<file path="config.mk">
export PLATFORM = sky130hd
export DESIGN_NAME = tpc_top
export DESIGN_NICKNAME = d
export VERILOG_FILES = /design/src/rtl/tpc_pkg.sv /design/src/rtl/tpc_match.sv /design/src/rtl/tpc_dead.sv /design/src/rtl/tpc_top.sv
export SDC_FILE = /design/constraint.sdc
export NUM_CORES = 1
export LEC_CHECK = 0
export CELL_PAD_IN_SITES_DETAIL_PLACEMENT = 0
export CELL_PAD_IN_SITES_GLOBAL_PLACEMENT = 1
export CORE_MARGIN = 5
export CORE_UTILIZATION = 25
export DETAILED_ROUTE_END_ITERATION = 7
export DONT_BUFFER_PORTS = 1
export GPL_ROUTABILITY_DRIVEN = 0
export GPL_TIMING_DRIVEN = 0
export HOLD_SLACK_MARGIN = 0.12
export PLACE_DENSITY_LB_ADDON = 0.1
export SETUP_SLACK_MARGIN = 0.4
export SLEW_MARGIN = 20
export SYNTH_ARGS = -nofsm -noshare
export SYNTH_HDL_FRONTEND = slang
export SYNTH_SLANG_ARGS = --single-unit
</file>
<file path="constraint.sdc">
create_clock -name hclk -period 2.7 [get_ports hclk]
set_input_delay 0.81 -clock hclk [delete_from_list [all_inputs] [get_ports hclk]]
set_output_delay 0.81 -clock hclk [all_outputs]
set_load 0.05 [all_outputs]
</file>
<file path="src/rtl/tpc_pkg.sv">
// shared constants for the timer match, capture and control slice
package tpc_pkg;
	localparam int unsigned NT     = 2;  // timers in the slice
	localparam int unsigned ADDR_W = 14; // byte address width on the bus

	// register indices; the byte address is four times the index
	localparam logic [11:0] IDX_MATCH_HI [NT] = '{12'hf04, 12'hf0c};
	localparam logic [11:0] IDX_MATCH_LO [NT] = '{12'hf05, 12'hf0d};
	localparam logic [11:0] IDX_CTL0     [NT] = '{12'hf06, 12'hf0e};
	localparam logic [11:0] IDX_INT_STAT      = 12'hf14;
	localparam logic [11:0] IDX_INT_MASK      = 12'hf15;

	// reset values
	localparam logic [7:0]  MATCH_RESET = 8'h00;
	localparam logic [7:0]  CTL0_RESET  = 8'h00;

	// control register zero field positions
	localparam int          MSB_BIT  = 7; // mode select msb
	localparam int          ICFG_MSB = 6; // interrupt source select
	localparam int          ICFG_LSB = 5;
	localparam int          DB_MSB   = 3; // deadband delay select
	localparam int          DB_LSB   = 1;
	localparam int          CAPF_BIT = 0; // capture event flag

	// interrupt source select codes; 0x means every event
	localparam logic [1:0]  ICFG_CAP_ONLY = 2'h2;
	localparam logic [1:0]  ICFG_RLD_ONLY = 2'h3;

	// full mode values that make the match bytes a capture store;
	// they must agree with the mode decoder that lives elsewhere
	localparam logic [3:0]  MODE_CAPTURE = 4'h4;
	localparam logic [3:0]  MODE_CAPCMP  = 4'h7;

	// deadband delay for a nonzero code is this unit shifted left by the code
	localparam logic [7:0]  DB_UNIT = 8'h01;

	// htrans bit that marks nonseq or seq
	localparam int          HTRANS_ACT_BIT = 1;

	// bus slave phases
	typedef enum logic {BUS_IDLE, BUS_DATA} tpc_bus_t;
endpackage

</file>
<file path="src/rtl/tpc_match.sv">
// per-timer compare of count against match value and output phase
`timescale 1ns/1ps
module tpc_match
#(
	parameter int CW = 16 // counter width
)
(
	input  wire logic          clk,
	input  wire logic          rst_n,
	input  wire logic [CW-1:0] count,     // running timer count
	input  wire logic [CW-1:0] match,     // high and low match bytes
	input  wire logic          enable,    // timer enabled
	input  wire logic          reload,    // counter reloaded this cycle
	output logic               phase_r,   // primary output active
	output logic               cmp_evt_r  // one-cycle pulse on new match
);
	logic eq_w;   // count equals match this cycle
	logic eq_q_r; // equality one cycle ago

	// compare runs every cycle, no sampling window
	assign eq_w = (count == match);

	// edge detect so a count parked on the match fires once
	always_ff @(posedge clk or negedge rst_n)
	begin
		if (!rst_n)
		begin
			eq_q_r    <= 1'b0;
			cmp_evt_r <= 1'b0;
		end
		else
		begin
			eq_q_r    <= eq_w;
			cmp_evt_r <= eq_w && !eq_q_r && enable;
		end
	end

	// phase: set on match, cleared on reload; reload wins since the
	// count is restarting and a late match would stretch the pulse
	always_ff @(posedge clk or negedge rst_n)
	begin
		if (!rst_n)
			phase_r <= 1'b0;
		else if (!enable)
			phase_r <= 1'b0;  // idle level is the polarity bit
		else if (reload)
			phase_r <= 1'b0;
		else if (eq_w)
			phase_r <= 1'b1;
	end
endmodule

</file>
<file path="src/rtl/tpc_dead.sv">
// deadband delay between an output and its complement going active
`timescale 1ns/1ps
module tpc_dead
	import tpc_pkg::*;
#(
	parameter int DW = 3 // delay code width
)
(
	input  wire logic          clk,
	input  wire logic          rst_n,
	input  wire logic          phase,  // requested side: 1 primary
	input  wire logic [DW-1:0] code,   // deadband delay select
	output logic               act_p,  // primary active
	output logic               act_n   // complement active
);
	logic [7:0] dly_w;   // delay in cycles for the code
	logic [7:0] cnt_r;   // cycles left before the new side goes on
	logic       phase_q; // phase already acted on

	// code 0 is no delay, others are two to the code
	assign dly_w = (code == '0) ? 8'h00 : 8'(DB_UNIT << code);

	// with a nonzero code both sides drop at once on a change, the new side waits;
	// a change in mid-wait restarts the wait for the latest phase
	always_ff @(posedge clk or negedge rst_n)
	begin
		if (!rst_n)
		begin
			phase_q <= 1'b0;
			cnt_r   <= 8'h00;
			act_p   <= 1'b0;
			act_n   <= 1'b0;
		end
		else if (phase != phase_q)
		begin
			phase_q <= phase;
			act_p   <= (dly_w == 8'h00) && phase;
			act_n   <= (dly_w == 8'h00) && !phase;
			cnt_r   <= (dly_w == 8'h00) ? 8'h00 : dly_w - 8'h01;
		end
		else if (cnt_r != 8'h00)
			cnt_r <= cnt_r - 8'h01;
		else
		begin
			act_p <= phase_q;
			act_n <= !phase_q;
		end
	end
endmodule

</file>
<file path="src/rtl/tpc_top.sv">
// timer match, capture and control-zero register slice on ahb-lite
//
// Chosen here: the AHB-Lite register port.
`timescale 1ns/1ps
//
// Behaviour
// - match value compared with count continuously
// - equal count changes the pwm output state
// - polarity bit sets the driven output level
// - high byte bits 15:8, low 7:0
// - capture modes store count into match bytes
// - match bytes at fixed offsets, reset zero
// - control registers are 8-bit read/write
// - mode chosen by control zero and one
// - control zero holds pwm deadband delay
// - two-bit field selects interrupt sources
// - flag marks capture-caused last interrupt
// - control zero offsets, reset, bit layout
// - 0x all, 10 capture, 11 reload/compare
// - deadband zero or two to code cycles
// - mode msb tops the control-one mode bits
module tpc_top
	import tpc_pkg::*;
#(
	parameter int CW = 16, // counter width
	parameter int DW = 3   // deadband code width
)
(
	input  wire logic                   hclk,
	input  wire logic                   hresetn,
	input  wire logic                   hsel,
	input  wire logic [ADDR_W-1:0]      haddr,
	input  wire logic [1:0]             htrans,
	input  wire logic                   hwrite,
	input  wire logic [2:0]             hsize,
	input  wire logic [31:0]            hwdata,
	input  wire logic                   hready,
	output logic      [31:0]            hrdata,
	output logic                        hreadyout,
	output logic                        hresp,
	input  wire logic [NT-1:0][CW-1:0]  tmr_count,
	input  wire logic [NT-1:0][2:0]     mode_select_low_field,
	input  wire logic [NT-1:0]          output_polarity_bit,
	input  wire logic [NT-1:0]          tmr_enable,
	input  wire logic [NT-1:0]          reload_evt,
	input  wire logic [NT-1:0]          capture_evt,
	output logic      [NT-1:0]          pwm_out,
	output logic      [NT-1:0]          pwm_out_comp,
	output logic      [NT-1:0][3:0]     mode_value,
	output logic      [NT-1:0]          timer_int,
	output logic                        irq
);
	// register file
	logic [7:0]    match_hi_r [NT]; // match value high bytes
	logic [7:0]    match_lo_r [NT]; // match value low bytes
	logic [7:0]    ctl0_r     [NT]; // control register zero
	logic [NT-1:0] int_stat_r;      // sticky timer interrupt bits
	logic [NT-1:0] int_stat_nxt;    // next sticky bits
	logic [NT-1:0] int_mask_r;      // interrupt enables

	// bus slave state
	tpc_bus_t      bus_st_r;        // address or data phase
	logic [11:0]   idx_r;           // latched word index
	logic          wr_r;            // latched direction
	logic          acc_w;           // address phase taken
	logic          wr_go_w;         // write lands this cycle
	logic          rd_go_w;         // read data loads this cycle
	logic [7:0]    rd_mux;          // selected register byte

	// per-timer event wires
	logic [NT-1:0] eq_w;            // count equals match
	logic [NT-1:0] cap_ev_w;        // capture stores this cycle
	logic [NT-1:0] rc_ev_w;         // reload or compare event
	logic [NT-1:0] int_ev_w;        // timer interrupt after filter
	logic [NT-1:0] cap_int_w;       // interrupt counts a capture
	logic [NT-1:0] cmp_evt_w;       // compare pulse from matcher
	logic [NT-1:0] phase_w;         // requested output phase
	logic [NT-1:0] act_p_w;         // primary side active
	logic [NT-1:0] act_n_w;         // complement side active
	logic [NT-1:0][3:0] mode_w;     // full mode value

	// an address phase is only taken while the bus is ready
	assign acc_w   = hsel && htrans[HTRANS_ACT_BIT] && hready;
	assign wr_go_w = (bus_st_r == BUS_DATA) && wr_r;
	assign rd_go_w = (bus_st_r == BUS_DATA) && !wr_r;

	// every transfer gets one wait state; the write lands in it, so a
	// read straight after a write always sees the new value
	always_ff @(posedge hclk or negedge hresetn)
	begin
		if (!hresetn)
		begin
			bus_st_r  <= BUS_IDLE;
			idx_r     <= 12'h000;
			wr_r      <= 1'b0;
			hreadyout <= 1'b1;
		end
		else
		begin
			case (bus_st_r)
				BUS_IDLE:
				begin
					if (acc_w)
					begin
						idx_r     <= haddr[ADDR_W-1:2];
						wr_r      <= hwrite;
						hreadyout <= 1'b0;
						bus_st_r  <= BUS_DATA;
					end
				end
				BUS_DATA:
				begin
					hreadyout <= 1'b1;
					bus_st_r  <= BUS_IDLE;
				end
				default:
				begin
					hreadyout <= 1'b1;
					bus_st_r  <= BUS_IDLE;
				end
			endcase
		end
	end

	// the slave never errors; unmapped reads give zero
	always_ff @(posedge hclk or negedge hresetn)
	begin
		if (!hresetn)
			hresp <= 1'b0;
		else
			hresp <= 1'b0;
	end

	// read select; match and control registers are 8-bit, status and mask NT-bit, upper bits zero
	always_comb
	begin
		rd_mux = 8'h00;
		for (int i = 0; i < NT; i++)
		begin
			if (idx_r == IDX_MATCH_HI[i])
				rd_mux = match_hi_r[i];
			if (idx_r == IDX_MATCH_LO[i])
				rd_mux = match_lo_r[i];
			if (idx_r == IDX_CTL0[i])
				rd_mux = ctl0_r[i];
		end
		if (idx_r == IDX_INT_STAT)
			rd_mux = 8'(int_stat_r);
		if (idx_r == IDX_INT_MASK)
			rd_mux = 8'(int_mask_r);
	end

	// read data is held until the next read
	always_ff @(posedge hclk or negedge hresetn)
	begin
		if (!hresetn)
			hrdata <= 32'h00000000;
		else if (rd_go_w)
			hrdata <= {24'h000000, rd_mux};
	end

	// per-timer decode, compare and deadband
	for (genvar t = 0; t < NT; t++)
	begin : g_tmr
		logic [1:0] icfg_w; // interrupt source select

		// msb from control zero over the control-one mode bits
		assign mode_w[t] = {ctl0_r[t][MSB_BIT], mode_select_low_field[t]};
		assign icfg_w    = ctl0_r[t][ICFG_MSB:ICFG_LSB];

		// match value is high byte over low byte
		assign eq_w[t] = (tmr_count[t] == {match_hi_r[t], match_lo_r[t]});

		// capture only stores in the two capture modes
		assign cap_ev_w[t] = capture_evt[t] &&
			(mode_w[t] == MODE_CAPTURE || mode_w[t] == MODE_CAPCMP);
		assign rc_ev_w[t]  = reload_evt[t] || cmp_evt_w[t];

		// interrupt filter by source select
		assign cap_int_w[t] = cap_ev_w[t] && (icfg_w != ICFG_RLD_ONLY);
		assign int_ev_w[t]  = !icfg_w[1] ? (cap_ev_w[t] || rc_ev_w[t]) :
			(icfg_w == ICFG_CAP_ONLY) ? cap_ev_w[t] : rc_ev_w[t];

		tpc_match #(
			.CW        (CW)
		) u_match (
			.clk       (hclk),
			.rst_n     (hresetn),
			.count     (tmr_count[t]),
			.match     ({match_hi_r[t], match_lo_r[t]}),
			.enable    (tmr_enable[t]),
			.reload    (reload_evt[t]),
			.phase_r   (phase_w[t]),
			.cmp_evt_r (cmp_evt_w[t])
		);

		tpc_dead #(
			.DW    (DW)
		) u_dead (
			.clk   (hclk),
			.rst_n (hresetn),
			.phase (phase_w[t]),
			.code  (ctl0_r[t][DB_MSB:DB_LSB]),
			.act_p (act_p_w[t]),
			.act_n (act_n_w[t])
		);
	end

	// match bytes: capture beats a software write in the same cycle
	always_ff @(posedge hclk or negedge hresetn)
	begin
		if (!hresetn)
		begin
			for (int i = 0; i < NT; i++)
			begin
				match_hi_r[i] <= MATCH_RESET;
				match_lo_r[i] <= MATCH_RESET;
			end
		end
		else
		begin
			for (int i = 0; i < NT; i++)
			begin
				if (cap_ev_w[i])
					{match_hi_r[i], match_lo_r[i]} <= tmr_count[i];
				else if (wr_go_w && idx_r == IDX_MATCH_HI[i])
					match_hi_r[i] <= hwdata[7:0];
				else if (wr_go_w && idx_r == IDX_MATCH_LO[i])
					match_lo_r[i] <= hwdata[7:0];
			end
		end
	end

	// control zero; the reserved bit is stored as written, so it only
	// stays zero if software keeps to that; the flag is set by hardware
	always_ff @(posedge hclk or negedge hresetn)
	begin
		if (!hresetn)
		begin
			for (int i = 0; i < NT; i++)
				ctl0_r[i] <= CTL0_RESET;
		end
		else
		begin
			for (int i = 0; i < NT; i++)
			begin
				if (wr_go_w && idx_r == IDX_CTL0[i])
					ctl0_r[i] <= hwdata[7:0];
				if (int_ev_w[i])
					ctl0_r[i][CAPF_BIT] <= cap_int_w[i];
			end
		end
	end

	// sticky status: a read clears, a same-cycle event still sets
	assign int_stat_nxt = (rd_go_w && idx_r == IDX_INT_STAT ? '0 : int_stat_r) | int_ev_w;

	always_ff @(posedge hclk or negedge hresetn)
	begin
		if (!hresetn)
		begin
			int_stat_r <= '0;
			int_mask_r <= '0;
			irq        <= 1'b0;
		end
		else
		begin
			int_stat_r <= int_stat_nxt;
			irq        <= |(int_stat_nxt & int_mask_r);
			if (wr_go_w && idx_r == IDX_INT_MASK)
				int_mask_r <= hwdata[NT-1:0];
		end
	end

	// output pins: polarity gives the idle level, phase flips it
	always_ff @(posedge hclk or negedge hresetn)
	begin
		if (!hresetn)
		begin
			pwm_out      <= '0;
			pwm_out_comp <= '0;
			mode_value   <= '0;
			timer_int    <= '0;
		end
		else
		begin
			pwm_out      <= output_polarity_bit ^ act_p_w;
			pwm_out_comp <= output_polarity_bit ^ act_n_w;
			mode_value   <= mode_w;
			timer_int    <= int_ev_w;
		end
	end

	for (genvar t = 0; t < NT; t++)
	begin : g_chk

	end
endmodule

</file>
## Word-level counts from Yosys, hierarchy flattened

Index checks and enable logic that the tools add are counted.

- Output and inout port bits: 49
- Input bits: 102
- Logic and storage cells: 181
- Register bits: 118

- Bitwise gates (word level): 5
- Mux-type cells: 53
- Eq/ne operators: 27
- Shifts and indexed selects: 2
- Add/sub/neg operators: 4
- Reduce and logical (&&, ||, !) cells: 55

Operators with widths:

| cell | number |
|---|---|
| 8-bit 2-to-1 mux | 26 |
| 12-bit equality test, second input constant | 8 |
| 16-bit equality test | 2 |
| 8-bit by 1-bit subtractor with 8-bit output, second input constant | 4 |
| 1-bit logical AND | 24 |
| 1-bit 2-to-1 mux | 24 |
| 4-bit by 3-bit equality test with 1-bit output, second input constant | 4 |
| 8-bit zero test | 2 |
| 2-bit nonzero test | 8 |
| 8-bit nonzero test | 2 |
| 1-bit by 3-bit << shifter with 8-bit output, first input constant | 2 |
| 2-bit != test, second input constant | 5 |
| 1-bit zero test | 7 |
| 3-bit zero test | 2 |
| 1-bit logical OR | 6 |
| 3-bit by 1-bit != test with 1-bit output, second input constant | 2 |
| 2-bit AND reduction | 3 |
| 2-bit equality test, second input constant | 2 |
| 2-bit by 1-bit != test with 1-bit output, second input constant | 2 |
| 1-bit one-hot mux with 2 select lines | 2 |
| 2-bit XOR | 2 |
| 2-bit bitwise AND | 1 |
| 2-bit 2-to-1 mux | 1 |
| 1-bit != test | 2 |
| 3 further kinds | 3 |

## Logic depth before layout (Yosys ltp)

Gate-level depths: netlist (run 1).

- Depth after elaboration: 9
- Gate-level depth with buffers: 10
- Mapped depth without buffers: 8

## Hierarchy

From an unflattened synthesis (run 1), not the netlist that was laid out.

- Cells, all modules: 654
- Area total of the unflattened synthesis: 6688.9 um^2

By module, submodules not included:

| module | cells an instance | sequential area each (um^2) | instances | area each (um^2) |
|---|---|---|---|---|
| tpc_top | 426 | 2253.4 | 1 | 4566.9 |
| tpc_dead | 87 | 275.3 | 2 | 785.8 |
| tpc_match | 27 | 75.1 | 2 | 275.3 |

## Worst setup path after synthesis (run 1)

No wires, ideal clock.

- Path type: flip-flop to flip-flop
- From: register idx_r[5]
- To: register int_mask_r[0]
- Path slack: 674 ps
- Period minus slack after synthesis: 2026 ps
- Setup time: 125 ps
- Stages on the path, launching flop included: 5
- Buffers on the path: 0
- Data arrival time: 1902 ps
- Data required time: 2575 ps
- Cells stage by stage: dfrtp_1 > or4b_1 > or4b_1 > nor2_1 > mux2_2

- Longest elaborated chain between the ends: 2

RTL lines:

| item | RTL line | RTL |
|---|---|---|
| start: declaration | tpc_top.sv:63 | `logic [11:0] idx_r;` |
| start signal: assignment | tpc_top.sv:105 | `idx_r <= haddr[ADDR_W-1:2];` |
| 12-bit equality test | tpc_top.sv:270 | `if (wr_go_w && idx_r == IDX_INT_MASK)` |
| 1-bit logical AND | tpc_top.sv:270 |  |
| end signal: assignment | tpc_top.sv:271 | `int_mask_r <= hwdata[NT-1:0];` |
| end: declaration | tpc_top.sv:59 | `logic [NT-1:0] int_mask_r;` |

Every way passes these cells.
A chain may end at the register's enable or synchronous reset.

## Worst setup path after layout (run 1)

- From: register idx_r[5]
- To: register irq

- Longest elaborated chain between the ends: 6

RTL lines:

| item | RTL line | RTL |
|---|---|---|
| 12-bit equality test | tpc_top.sv:256 | `assign int_stat_nxt = (rd_go_w && idx_r == IDX_INT_STAT ? '0 : int_stat_r) \| int_ev_w;` |
| 1-bit logical AND | tpc_top.sv:256 |  |
| 2-bit 2-to-1 mux | tpc_top.sv:256 |  |
| 2-bit bitwise OR | tpc_top.sv:256 |  |
| named net int_stat_nxt[0] | tpc_top.sv:58 | `logic [NT-1:0] int_stat_nxt;` |
| 2-bit bitwise AND | tpc_top.sv:269 | `irq <= \|(int_stat_nxt & int_mask_r);` |
| 2-bit OR reduction | tpc_top.sv:269 |  |
| end signal: assignment | tpc_top.sv:269 |  |
| end: declaration | tpc_top.sv:51 | `output logic irq` |

The timed path passes the listed nets, and every way through them passes these cells.

==> results of run 1 <==
## kinds of logic (layout without fill, tap and decap cells)
group / Yosys count / in the layout
compound gates: 121 / 121
xor+xnor: 52 / 52
fa+ha+maj: 6 / 6
buf+inv: 67 / 99
flops: 118 / 118
mux: 62 / 62
other cells: 1 / 25
simple gates: 247 / 247
## cells in the mapped netlist, types with 7 or more instances
| master | count | area share |
|---|---|---|
| nand2_1 | 119 | 0.070 |
| dfrtp_1 | 117 | 0.46 |
| o21ai_0 | 52 | 0.041 |
| mux2i_1 | 44 | 0.069 |
| nor2_1 | 41 | 0.024 |
| xnor2_1 | 41 | 0.056 |
| buf_4 | 25 | 0.029 |
| clkbuf_1 | 25 | 0.015 |
| a21oi_1 | 20 | 0.016 |
| mux2_2 | 15 | 0.026 |
| inv_1 | 13 | 0.0076 |
| nor3_1 | 13 | 0.010 |
| nand2b_1 | 11 | 0.011 |
| xor2_1 | 11 | 0.015 |
| nand3_1 | 10 | 0.0078 |
| nand4_1 | 10 | 0.0098 |
| a22oi_1 | 9 | 0.011 |
| o21ai_1 | 8 | 0.0063 |
| o31ai_1 | 7 | 0.0082 |
## where the power goes
part           leakage [nW]  switching, mW  internal (mW)
Sequential             1.46          0.389           2.08
Clock                 0.304          0.852           1.57
Combinational          1.62          0.678          0.579
## worst max-delay path, stage by stage, from the launching register on
cell and delay [ns]:
dfrtp_1 0.39, or4b_1 0.61, nor3_1 0.31, nand3_1 0.23, o2bb2ai_1 0.25, a22o_1 0.31
## flip-flops by register name, indices dropped and copies added (netlist names), 8 cells and up
name,count
match_lo_r,16
hrdata,8
ctl0_r,16
idx_r,12
match_hi_r,16
g_tmr.u_dead.cnt_r,16
mode_value,8
## stage by stage
stage / instances / instance area (um2)
floorplan: 698 / 6490
CTS: 1060 / 7530
global route: 1060 / 7540
global placement: 1028 / 6900
detailed placement: 1028 / 6900
finish: 1060 / 7540
## metal layers
metal / global-route usage / up-vias
li1: - / 2372
met1: 0.168 / 2362
met2: 0.231 / 112
met3: 0.0455 / 21
met4: 0.0427 / 0
met5: 0 / -
## final timing paths
kind	slack, ns	from	depth (start not counted)	endpoint
worst max-delay path	0.47	idx_r[5]$_DFFE_PN0P_	5	irq$_DFF_PN0_
worst min-delay path	0.09	hresetn	0	pwm_out_comp[0]$_DFF_PN0_
worst max register to register	0.47	idx_r[5]$_DFFE_PN0P_	5	irq$_DFF_PN0_
worst min register to register	0.45	ctl0_r[15]$_DFFE_PN0P_	0	mode_value[3]$_DFF_PN0_
max in group asynchronous	2.37	hresetn	0	hreadyout$_DFFE_PN1P_
min in group hclk	0.41	mode_select_low_field[5]	0	mode_value[6]$_DFF_PN0_
## layout make-up
cell class              instances  area [um2]  area share
flip-flops and latches        118        2950       0.392
well taps                     330         413      0.0548
clock buffers                  20         447      0.0593
plain buffers                  54         304      0.0403
multi-input cells             513        3190       0.424
clock inverters                12         178      0.0236
inverters                      13        48.8     0.00647
## timing repair
action                     CTS  global route
hold endpoints to repair   117           117
setup endpoints to repair   23            33
resized for setup            1             7
==> flow_summary_export.csv, run 1 <==
group,metric,value,unit
synth,synth-warning-count,0,
synth,ys.flop_type,"dfrtp_1",
floorplanning,num_rows,58,
final_layout,layout_common_cells,"119 x nand2_1, 117 x dfrtp_1, 52 x o21ai_0, 44 x mux2i_1",
drt,wl_per_cell,18.3,um
clock_tree,cts_tree,"done",
floorplanning,die_area,0.0289,mm2
final_layout,n_fill_cell,2643,
pwr,cellLeakagePower,3.38,nW
timing,skew,0.00957,ns
place,io_buffers,0,
timing,finalHoldViolCount,0,
outcome,status,"finished clean",
synth,synth-simple-area-share,0.188,
drt,viasPerCell,4.59,
drt,num_vias,4867,
timing,finalCritPeriodShare,0.827,
floorplanning,die_w,170,um
timing,setup_ws,0.467,ns
timing,finalMaxSlewViolations,0,
clock_tree,clkTransAtPathRegs,0.06,ns
synth,synth-compound-area-share,0.112,
timing,maxSlewHeadroom,0.371,
place,hpwlAfterDp,14500,um
drt,drt_iter0_markers,170,
timing,rsz0062_at_grt,"yes",
synth,synth-xor-area-share,0.0712,
synth,synth_edf_count,0,
synth,ys_seq_elements,118,
drt,drt-met1-wl,8350,um
worst_setup_path,critical_path_peak_fanout,3,
clock_tree,cts_setup_buffers,0,
floorplanning,io-pin-count,151,
pwr,powerDensity,815,mW/mm2
synth,syn_inst,674,
floorplanning,core,0.0252,mm2
global_route,grt_max_degree,119,
floorplanning,start_util,0.254,
drt,wl_met3,1230,um
timing,min_period,2.23,ns
pwr,vdd_ir_drop_max,0.364,mV
global_route,grt_pass1_wl,30100,um
synth,syn-cell-area,0.00640,mm2
synth,synth.mux.area_fraction,0.101,
timing,hold_slack,0.0852,ns
synth,ys_types,54,
worst_setup_path,cp-start-kind,"flip-flop",
drt,wl_met2,9540,um
timing,tightest_slew,0.937,ns
clock_tree,clockRootBuffer,"clkbuf_16",
synth,synthArstFlopShare,1.00,
final_layout,layout_commonest_cell,"nand2_1",
clock_tree,cts_sinks,118,
timing,max_freq,0.448,GHz
global_route,antenna_found_initial,0,
final_layout,drive_gt1_frac,0.125,
global_route,grtUsageTotal,0.137,
final_layout,fin_util,0.299,
worst_hold_path,hp-class,"in -> async",
floorplanning,die_h,170,um
timing,setup_viol,0,
synth,synth_top_family_by_area,"simple AND/OR/NAND/NOR gates",
worst_setup_path,crit_type,"reg -> reg",
final_layout,nets,825,
drt,postRouteAntennaNets,0,
global_route,grt_pass1_vias,5113,
place,place_ws,0.0858,ns
job,cap_violations,0,
worst_setup_path,cp-end-kind,"flip-flop",
synth,ys_seq_area_frac,0.462,
worst_setup_path,critical_path_required,2.98,ns
pwr,power,6.14,mW
final_layout,n_antenna_cell,0,
clock_tree,clk_latency,0.42,ns
drt,drc,0,
clock_tree,clk_path_buf_depth,2,
drt,top_layer_used,"met4",
worst_setup_path,worstPathArrival,2.52,ns
final_layout,synthToLayoutAreaGrowth,17.8,%
clock_tree,h-tree-depth,4,
global_route,overflow,0,
timing,fin_tns_setup,0,ns
clock_tree,cts_made_buffers,17,
synth,synthAdderAreaFrac,0.0117,
synth,syn_area_per_cell,9.49,um2
drt,wirelength,19400,um
drt,drt_pre_antenna_iters,4,
Note: power is estimated with default switching activity, not from simulation.
==> run 2: changes to the inputs <==
==> constraint.sdc (replaced) <==
create_clock -name hclk -period 1.95 [get_ports hclk]
set_input_delay 0.585 -clock hclk [delete_from_list [all_inputs] [get_ports hclk]]
set_output_delay 0.585 -clock hclk [all_outputs]
set_load 0.05 [all_outputs]
==> run 2 against run 1 <==
- the flow now finishes with violations (negative hold slack, negative setup slack)
- count of clock-buffer cells in the layout is 2 higher
- largest power group unchanged
- wire length increased by 2.4%
- highest routed layer unchanged
- cell count rose by 4.2%
- clock skew shrank 0.0011 ns
- die area unchanged
- critical path type unchanged
- design area is 15% higher
==> flow_summary_export.csv, run 2 (synthesis gave the netlist of run 1 again) <==
group,metric,value,unit
final_layout,regArea,0.00299,mm2
final_layout,n_antenna_cell,0,
pwr,cellLeakagePower,3.84,nW
worst_setup_path,worstPathArrival,2.42,ns
pwr,vdd_ir_drop_max,0.510,mV
worst_setup_path,cp-start-kind,"flip-flop",
floorplanning,die_area,0.0289,mm2
place,placed_cell_area,0.00710,mm2
floorplanning,core,0.0252,mm2
worst_hold_path,hp-class,"in -> async",
timing,min_period,2.12,ns
pwr,p_sw,2.91,mW
pwr,intPower,6.30,mW
worst_setup_path,critical_path_required,2.25,ns
timing,maxSlewHeadroom,0.541,
final_layout,drive_gt1_frac,0.324,
place,io_buffers,0,
worst_setup_path,ff2ff_setup_slack,-0.17,ns
worst_setup_path,critical_path_peak_fanout,2,
global_route,antenna_found_initial,0,
floorplanning,die_h,170,um
place,hpwlAfterDp,14400,um
clock_tree,cts_sinks,118,
final_layout,synthToLayoutAreaGrowth,35.2,%
pwr,p_sw_frac,0.316,
final_layout,n_fill_cell,2568,
drt,wl_per_cell,18.0,um
clock_tree,h-tree-depth,4,
outcome,status,"complete, but fails checks",
timing,skew,0.00845,ns
global_route,grt_max_degree,119,
worst_setup_path,crit_type,"reg -> reg",
clock_tree,clockRootBuffer,"clkbuf_16",
worst_setup_path,crit_path_frequent_cell,"or4b_4",
worst_setup_path,cp-end-kind,"flip-flop",
timing,setup_ws,-0.167,ns
clock_tree,clkTransAtPathRegs,0.06,ns
outcome,violations,"negative hold slack, negative setup slack",
pwr,pwr-share-comb,0.255,
clock_tree,clk_latency,0.41,ns
timing,finalMaxSlewViolations,0,
floorplanning,num_rows,58,
drt,wirelength,19900,um
worst_setup_path,slowest_delay,0.54,ns
drt,drc,0,
timing,max_freq,0.472,GHz
worst_setup_path,crit_slowest_cell,"or4b_4",
floorplanning,die_w,170,um
timing,fin_tns_setup,-5.03,ns
final_layout,multi_input_area,0.00377,mm2
timing,hold_slack,-0.136,ns
timing,finalHoldViolCount,117,
floorplanning,start_util,0.254,
final_layout,final_area,0.00865,mm2
clock_tree,cts_made_buffers,17,
timing,finalCritPeriodShare,1.09,
drt,postRouteAntennaNets,0,
global_route,overflow,0,
drt,viasPerCell,4.54,
worst_setup_path,crit_chain,"buf_4, or4b_4, or4b_4, nor2_4, mux2_4",
final_layout,nets,870,
final_layout,layout_common_cells,"114 x nand2_1, 92 x dfrtp_1, 59 x buf_4, 44 x mux2i_1, 40 x o21ai_1",
job,cap_violations,0,
clock_tree,clk_path_buf_depth,2,
pwr,clkPwrFrac,0.372,
drt,drt_pre_antenna_iters,4,
pwr,power.share.sequential,0.372,
timing,tightest_slew,0.683,ns
clock_tree,cts_tree,"done",
global_route,grt_pass1_wl,31200,um
pwr,powerDensity,1070,mW/mm2
timing,setup_viol,59,
drt,num_vias,5018,
floorplanning,io-pin-count,151,
global_route,grtUsageTotal,0.141,
global_route,grt_pass1_vias,5475,
timing,rsz0062_at_grt,"yes",
final_layout,layout_commonest_cell,"nand2_1",
drt,drt_iter0_markers,200,
==> run 2: cell types whose count changed in the layout (fill, tap and decap cells not counted), sizes merged <==
| cell | previous run | this run |
|---|---|---|
| clkinv | 7 | 4 |
| buf | 29 | 76 |
| clkinvlp | 1 | 2 |
==> run 2: timing repair <==
action,in CTS,in global routing
endpoints found under the hold margin,118,118
setup endpoints to repair,110,105
pin swaps,25,28
buffers inserted,35,10
gates resized for setup,97,54
==> run 2: critical path: cells and delay by family (launching register included) <==
kind | cells | cell delay (ns)
AND/OR/NAND/NOR | 3 | 1.18
buffers and inverters | 1 | 0.14
multiplexers | 1 | 0.31
flip-flops | 1 | 0.38
==> run 2: stage by stage <==
stage               hold slack [ns]  utilization  setup WS, ns  cells  total power, mW
floorplan                     0.289            -       -0.0179    698             4.83
global placement              0.295        0.282        -0.560   1028             5.29
detailed placement            0.295        0.282        -0.283   1028             5.31
CTS                          -0.152        0.332        -0.150   1095             9.14
global route                 -0.163        0.344        -0.202   1105             9.75
finish                       -0.136        0.344        -0.167   1105             9.21
==> run 2: area by class of cell <==
class                      instances  share of cell area
clock buffer                      22              0.0548
buffer                            54              0.0467
multi-input combinational        513               0.436
tap                              330              0.0477
timing repair buffer              45              0.0438
sequential                       118               0.345
inverter                          13             0.00622
clock inverter                    10              0.0197
==> run 2: worst paths after layout <==
check,startpoint,end,cells past startpoint
setup / recovery,idx_r[6]$_DFFE_PN0P_,int_mask_r[0]$_DFFE_PN0P_,5
hold / removal,hresetn,pwm_out_comp[1]$_DFF_PN0_,0
setup reg to reg,idx_r[6]$_DFFE_PN0P_,int_mask_r[0]$_DFFE_PN0P_,5
hold reg to reg,idx_r[9]$_DFFE_PN0P_,idx_r[9]$_DFFE_PN0P_,2
max in group asynchronous,hresetn,hreadyout$_DFFE_PN1P_,0
min in group hclk,mode_select_low_field[5],mode_value[6]$_DFF_PN0_,0
==> run 2: power by group through the flow <==
| stage | clock, mW | combinational (mW) | sequential, mW |
|---|---|---|---|
| after floorplan | 0 | 1.51 | 3.32 |
| after global placement | 0 | 1.84 | 3.44 |
| after detailed placement | 0 | 1.86 | 3.45 |
| after CTS | 3.51 | 2.20 | 3.42 |
| after global routing | 3.65 | 2.61 | 3.49 |
| final | 3.43 | 2.35 | 3.43 |
==> run 2: per-layer routing <==
| metal | vias to the layer above | wire [um] | global-route usage |
|---|---|---|---|
| met5 | - | 0 | 0 |
| met4 | 0 | 240 | 0.0351 |
| met3 | 14 | 815 | 0.0372 |
| met2 | 81 | 10400 | 0.250 |
| met1 | 2464 | 8450 | 0.169 |
| li1 | 2459 | - | - |
==> run 3: changes to the inputs <==
--- a/config.mk
+++ b/config.mk
@@ -7,8 +7,10 @@
 export LEC_CHECK = 0
 export CELL_PAD_IN_SITES_DETAIL_PLACEMENT = 0
 export CELL_PAD_IN_SITES_GLOBAL_PLACEMENT = 1
+export CORE_ASPECT_RATIO = 2
 export CORE_MARGIN = 5
 export CORE_UTILIZATION = 25
+export CTS_CLUSTER_DIAMETER = 150
 export DETAILED_ROUTE_END_ITERATION = 7
 export DONT_BUFFER_PORTS = 1
 export GPL_ROUTABILITY_DRIVEN = 0
==> run 3 against run 2 <==
- the flow still finishes with violations (negative hold slack, negative setup slack)
- non-clock buffer count increased by 17
- utilization increased by 0.085 points
- sequential power about the same
- largest power group unchanged
- highest routed layer unchanged
==> flow_summary_export.csv, run 3 (synthesis gave the netlist of run 1 again) <==
group,metric,value,unit
outcome,status,"complete, but fails checks",
outcome,violations,"negative hold slack, negative setup slack",
global_route,grt_pass1_vias,5295,
pwr,powerDensity,1000,mW/mm2
worst_setup_path,slowest_delay,0.58,ns
timing,finalMaxSlewViolations,0,
final_layout,n_antenna_cell,0,
timing,skew,0.0114,ns
floorplanning,start_util,0.251,
worst_setup_path,worstPathArrival,2.38,ns
timing,tightest_slew,0.684,ns
global_route,antenna_found_initial,0,
floorplanning,die_h,236,um
drt,drt_iter0_markers,171,
worst_setup_path,cp-end-kind,"flip-flop",
pwr,p_sw_frac,0.324,
final_layout,synthToLayoutAreaGrowth,37.0,%
final_layout,final_cells,1128,
worst_setup_path,crit_chain,"or4b_4, or4b_4, nor2_4, mux2_4",
timing,finalCritPeriodShare,1.06,
pwr,power.share.sequential,0.389,
pwr,cellLeakagePower,3.93,nW
clock_tree,clkTransAtPathRegs,0.05,ns
drt,postRouteAntennaNets,0,
global_route,grtUsageTotal,0.147,
final_layout,multi_input_area,0.00384,mm2
final_layout,layout_common_cells,"115 x nand2_1, 90 x dfrtp_1, 76 x buf_4, 42 x mux2i_1, 40 x o21ai_1",
floorplanning,core,0.0254,mm2
worst_setup_path,critical_path_peak_fanout,3,
floorplanning,io-pin-count,151,
clock_tree,clk_latency,0.43,ns
final_layout,drive_gt1_frac,0.345,
worst_setup_path,reg2regPathDepth,4,
global_route,grt_pass1_wl,31700,um
global_route,grt_max_degree,119,
pwr,clkPwrFrac,0.329,
timing,min_period,2.07,ns
worst_setup_path,crit_path_frequent_cell,"or4b_4",
final_layout,layout_commonest_cell,"nand2_1",
pwr,power,8.80,mW
timing,maxSlewHeadroom,0.541,
clock_tree,h-tree-depth,4,
final_layout,n_fill_cell,2658,
timing,fin_tns_setup,-0.839,ns
worst_setup_path,cp-start-kind,"flip-flop",
worst_setup_path,crit_slowest_cell,"or4b_4",
timing,setup_ws,-0.119,ns
floorplanning,die_area,0.0291,mm2
pwr,intPower,5.95,mW
clock_tree,cts_made_buffers,17,
clock_tree,cts_tree,"done",
clock_tree,cts_sinks,118,
drt,wl_per_cell,18.3,um
place,place_inst,1038,
pwr,pwr-share-comb,0.281,
clock_tree,clk_path_buf_depth,2,
worst_setup_path,critical_path_required,2.26,ns
drt,drt_pre_antenna_iters,4,
worst_hold_path,hp-class,"in -> async",
place,io_buffers,0,
clock_tree,clockRootBuffer,"clkbuf_16",
drt,wirelength,20700,um
timing,finalHoldViolCount,117,
final_layout,fin_util,0.344,
floorplanning,die_w,123,um
timing,hold_slack,-0.153,ns
worst_setup_path,crit_type,"reg -> reg",
timing,rsz0062_at_grt,"yes",
timing,setup_viol,21,
place,place_ws,-0.349,ns
global_route,overflow,0,
drt,num_vias,5105,
pwr,p_sw,2.85,mW
floorplanning,num_rows,83,
drt,viasPerCell,4.53,
timing,max_freq,0.483,GHz
drt,drc,0,
job,cap_violations,0,
final_layout,regArea,0.00299,mm2
final_layout,nets,888,
place,hpwlAfterDp,14600,um
pwr,vdd_ir_drop_max,0.667,mV
run 3: worst max-delay path: cells and delay by family, from the launching register on:
family | cells | cell delay [ns]
flops | 1 | 0.39
mux | 1 | 0.31
simple gates | 3 | 1.25
run 3: repair_timing:
item	4_1_cts	5_1_grt
gates resized for setup	94	70
endpoints found under the hold margin	118	118
setup buffers	43	19
pin swaps	32	45
gates cloned	1	0
endpoints found under the setup margin	122	108
run 3: final timing paths:
path / from / endpoint / slack, ns
max in group asynchronous: hresetn / hreadyout$_DFFE_PN1P_ / 1.83
worst max register to register: idx_r[5]$_DFFE_PN0P_ / int_mask_r[1]$_DFFE_PN0P_ / -0.12
worst max-delay path: idx_r[5]$_DFFE_PN0P_ / int_mask_r[1]$_DFFE_PN0P_ / -0.12
worst min-delay path: hresetn / g_tmr[1].u_dead.act_n$_DFFE_PN0P_ / -0.15
min in group hclk: mode_select_low_field[5] / mode_value[6]$_DFF_PN0_ / 0.18
worst min register to register: idx_r[11]$_DFFE_PN0P_ / idx_r[11]$_DFFE_PN0P_ / 0.47
run 3: layer usage:
metal	wire length, um	vias up	track usage
met4	325	0	0.0427
met2	10000	121	0.232
li1	-	2489	-
met1	8930	2474	0.189
met5	0	-	0
met3	1400	21	0.0489
run 3: per-stage QoR:
step / hold slack, ns / instance area, um2
5_1_grt: -0.182 / 8760
2_1_floorplan: 0.289 / 6690
3_3_place_gp: 0.294 / 7110
6_report: -0.153 / 8760
4_1_cts: -0.181 / 8360
3_5_place_dp: 0.294 / 7110
run 3: area by class of cell:
| cell class | instances | share of cell area |
|---|---|---|
| plain buffers | 54 | 0.0451 |
| clock buffers | 22 | 0.0541 |
| clock inverters | 5 | 0.00600 |
| inverters | 13 | 0.00642 |
| multi-input cells | 514 | 0.438 |
| flip-flops and latches | 118 | 0.341 |
| well taps | 340 | 0.0485 |
| repair buffers | 62 | 0.0607 |
run 3: power by group through the flow:
stage	Clock, mW	Combinational [mW]	Sequential (mW)
6_report	2.90	2.47	3.43
5_1_grt	3.11	2.74	3.49
4_1_cts	3.01	2.23	3.43
3_5_place_dp	0	1.84	3.46
3_3_place_gp	0	1.83	3.46
2_1_floorplan	0	1.51	3.32
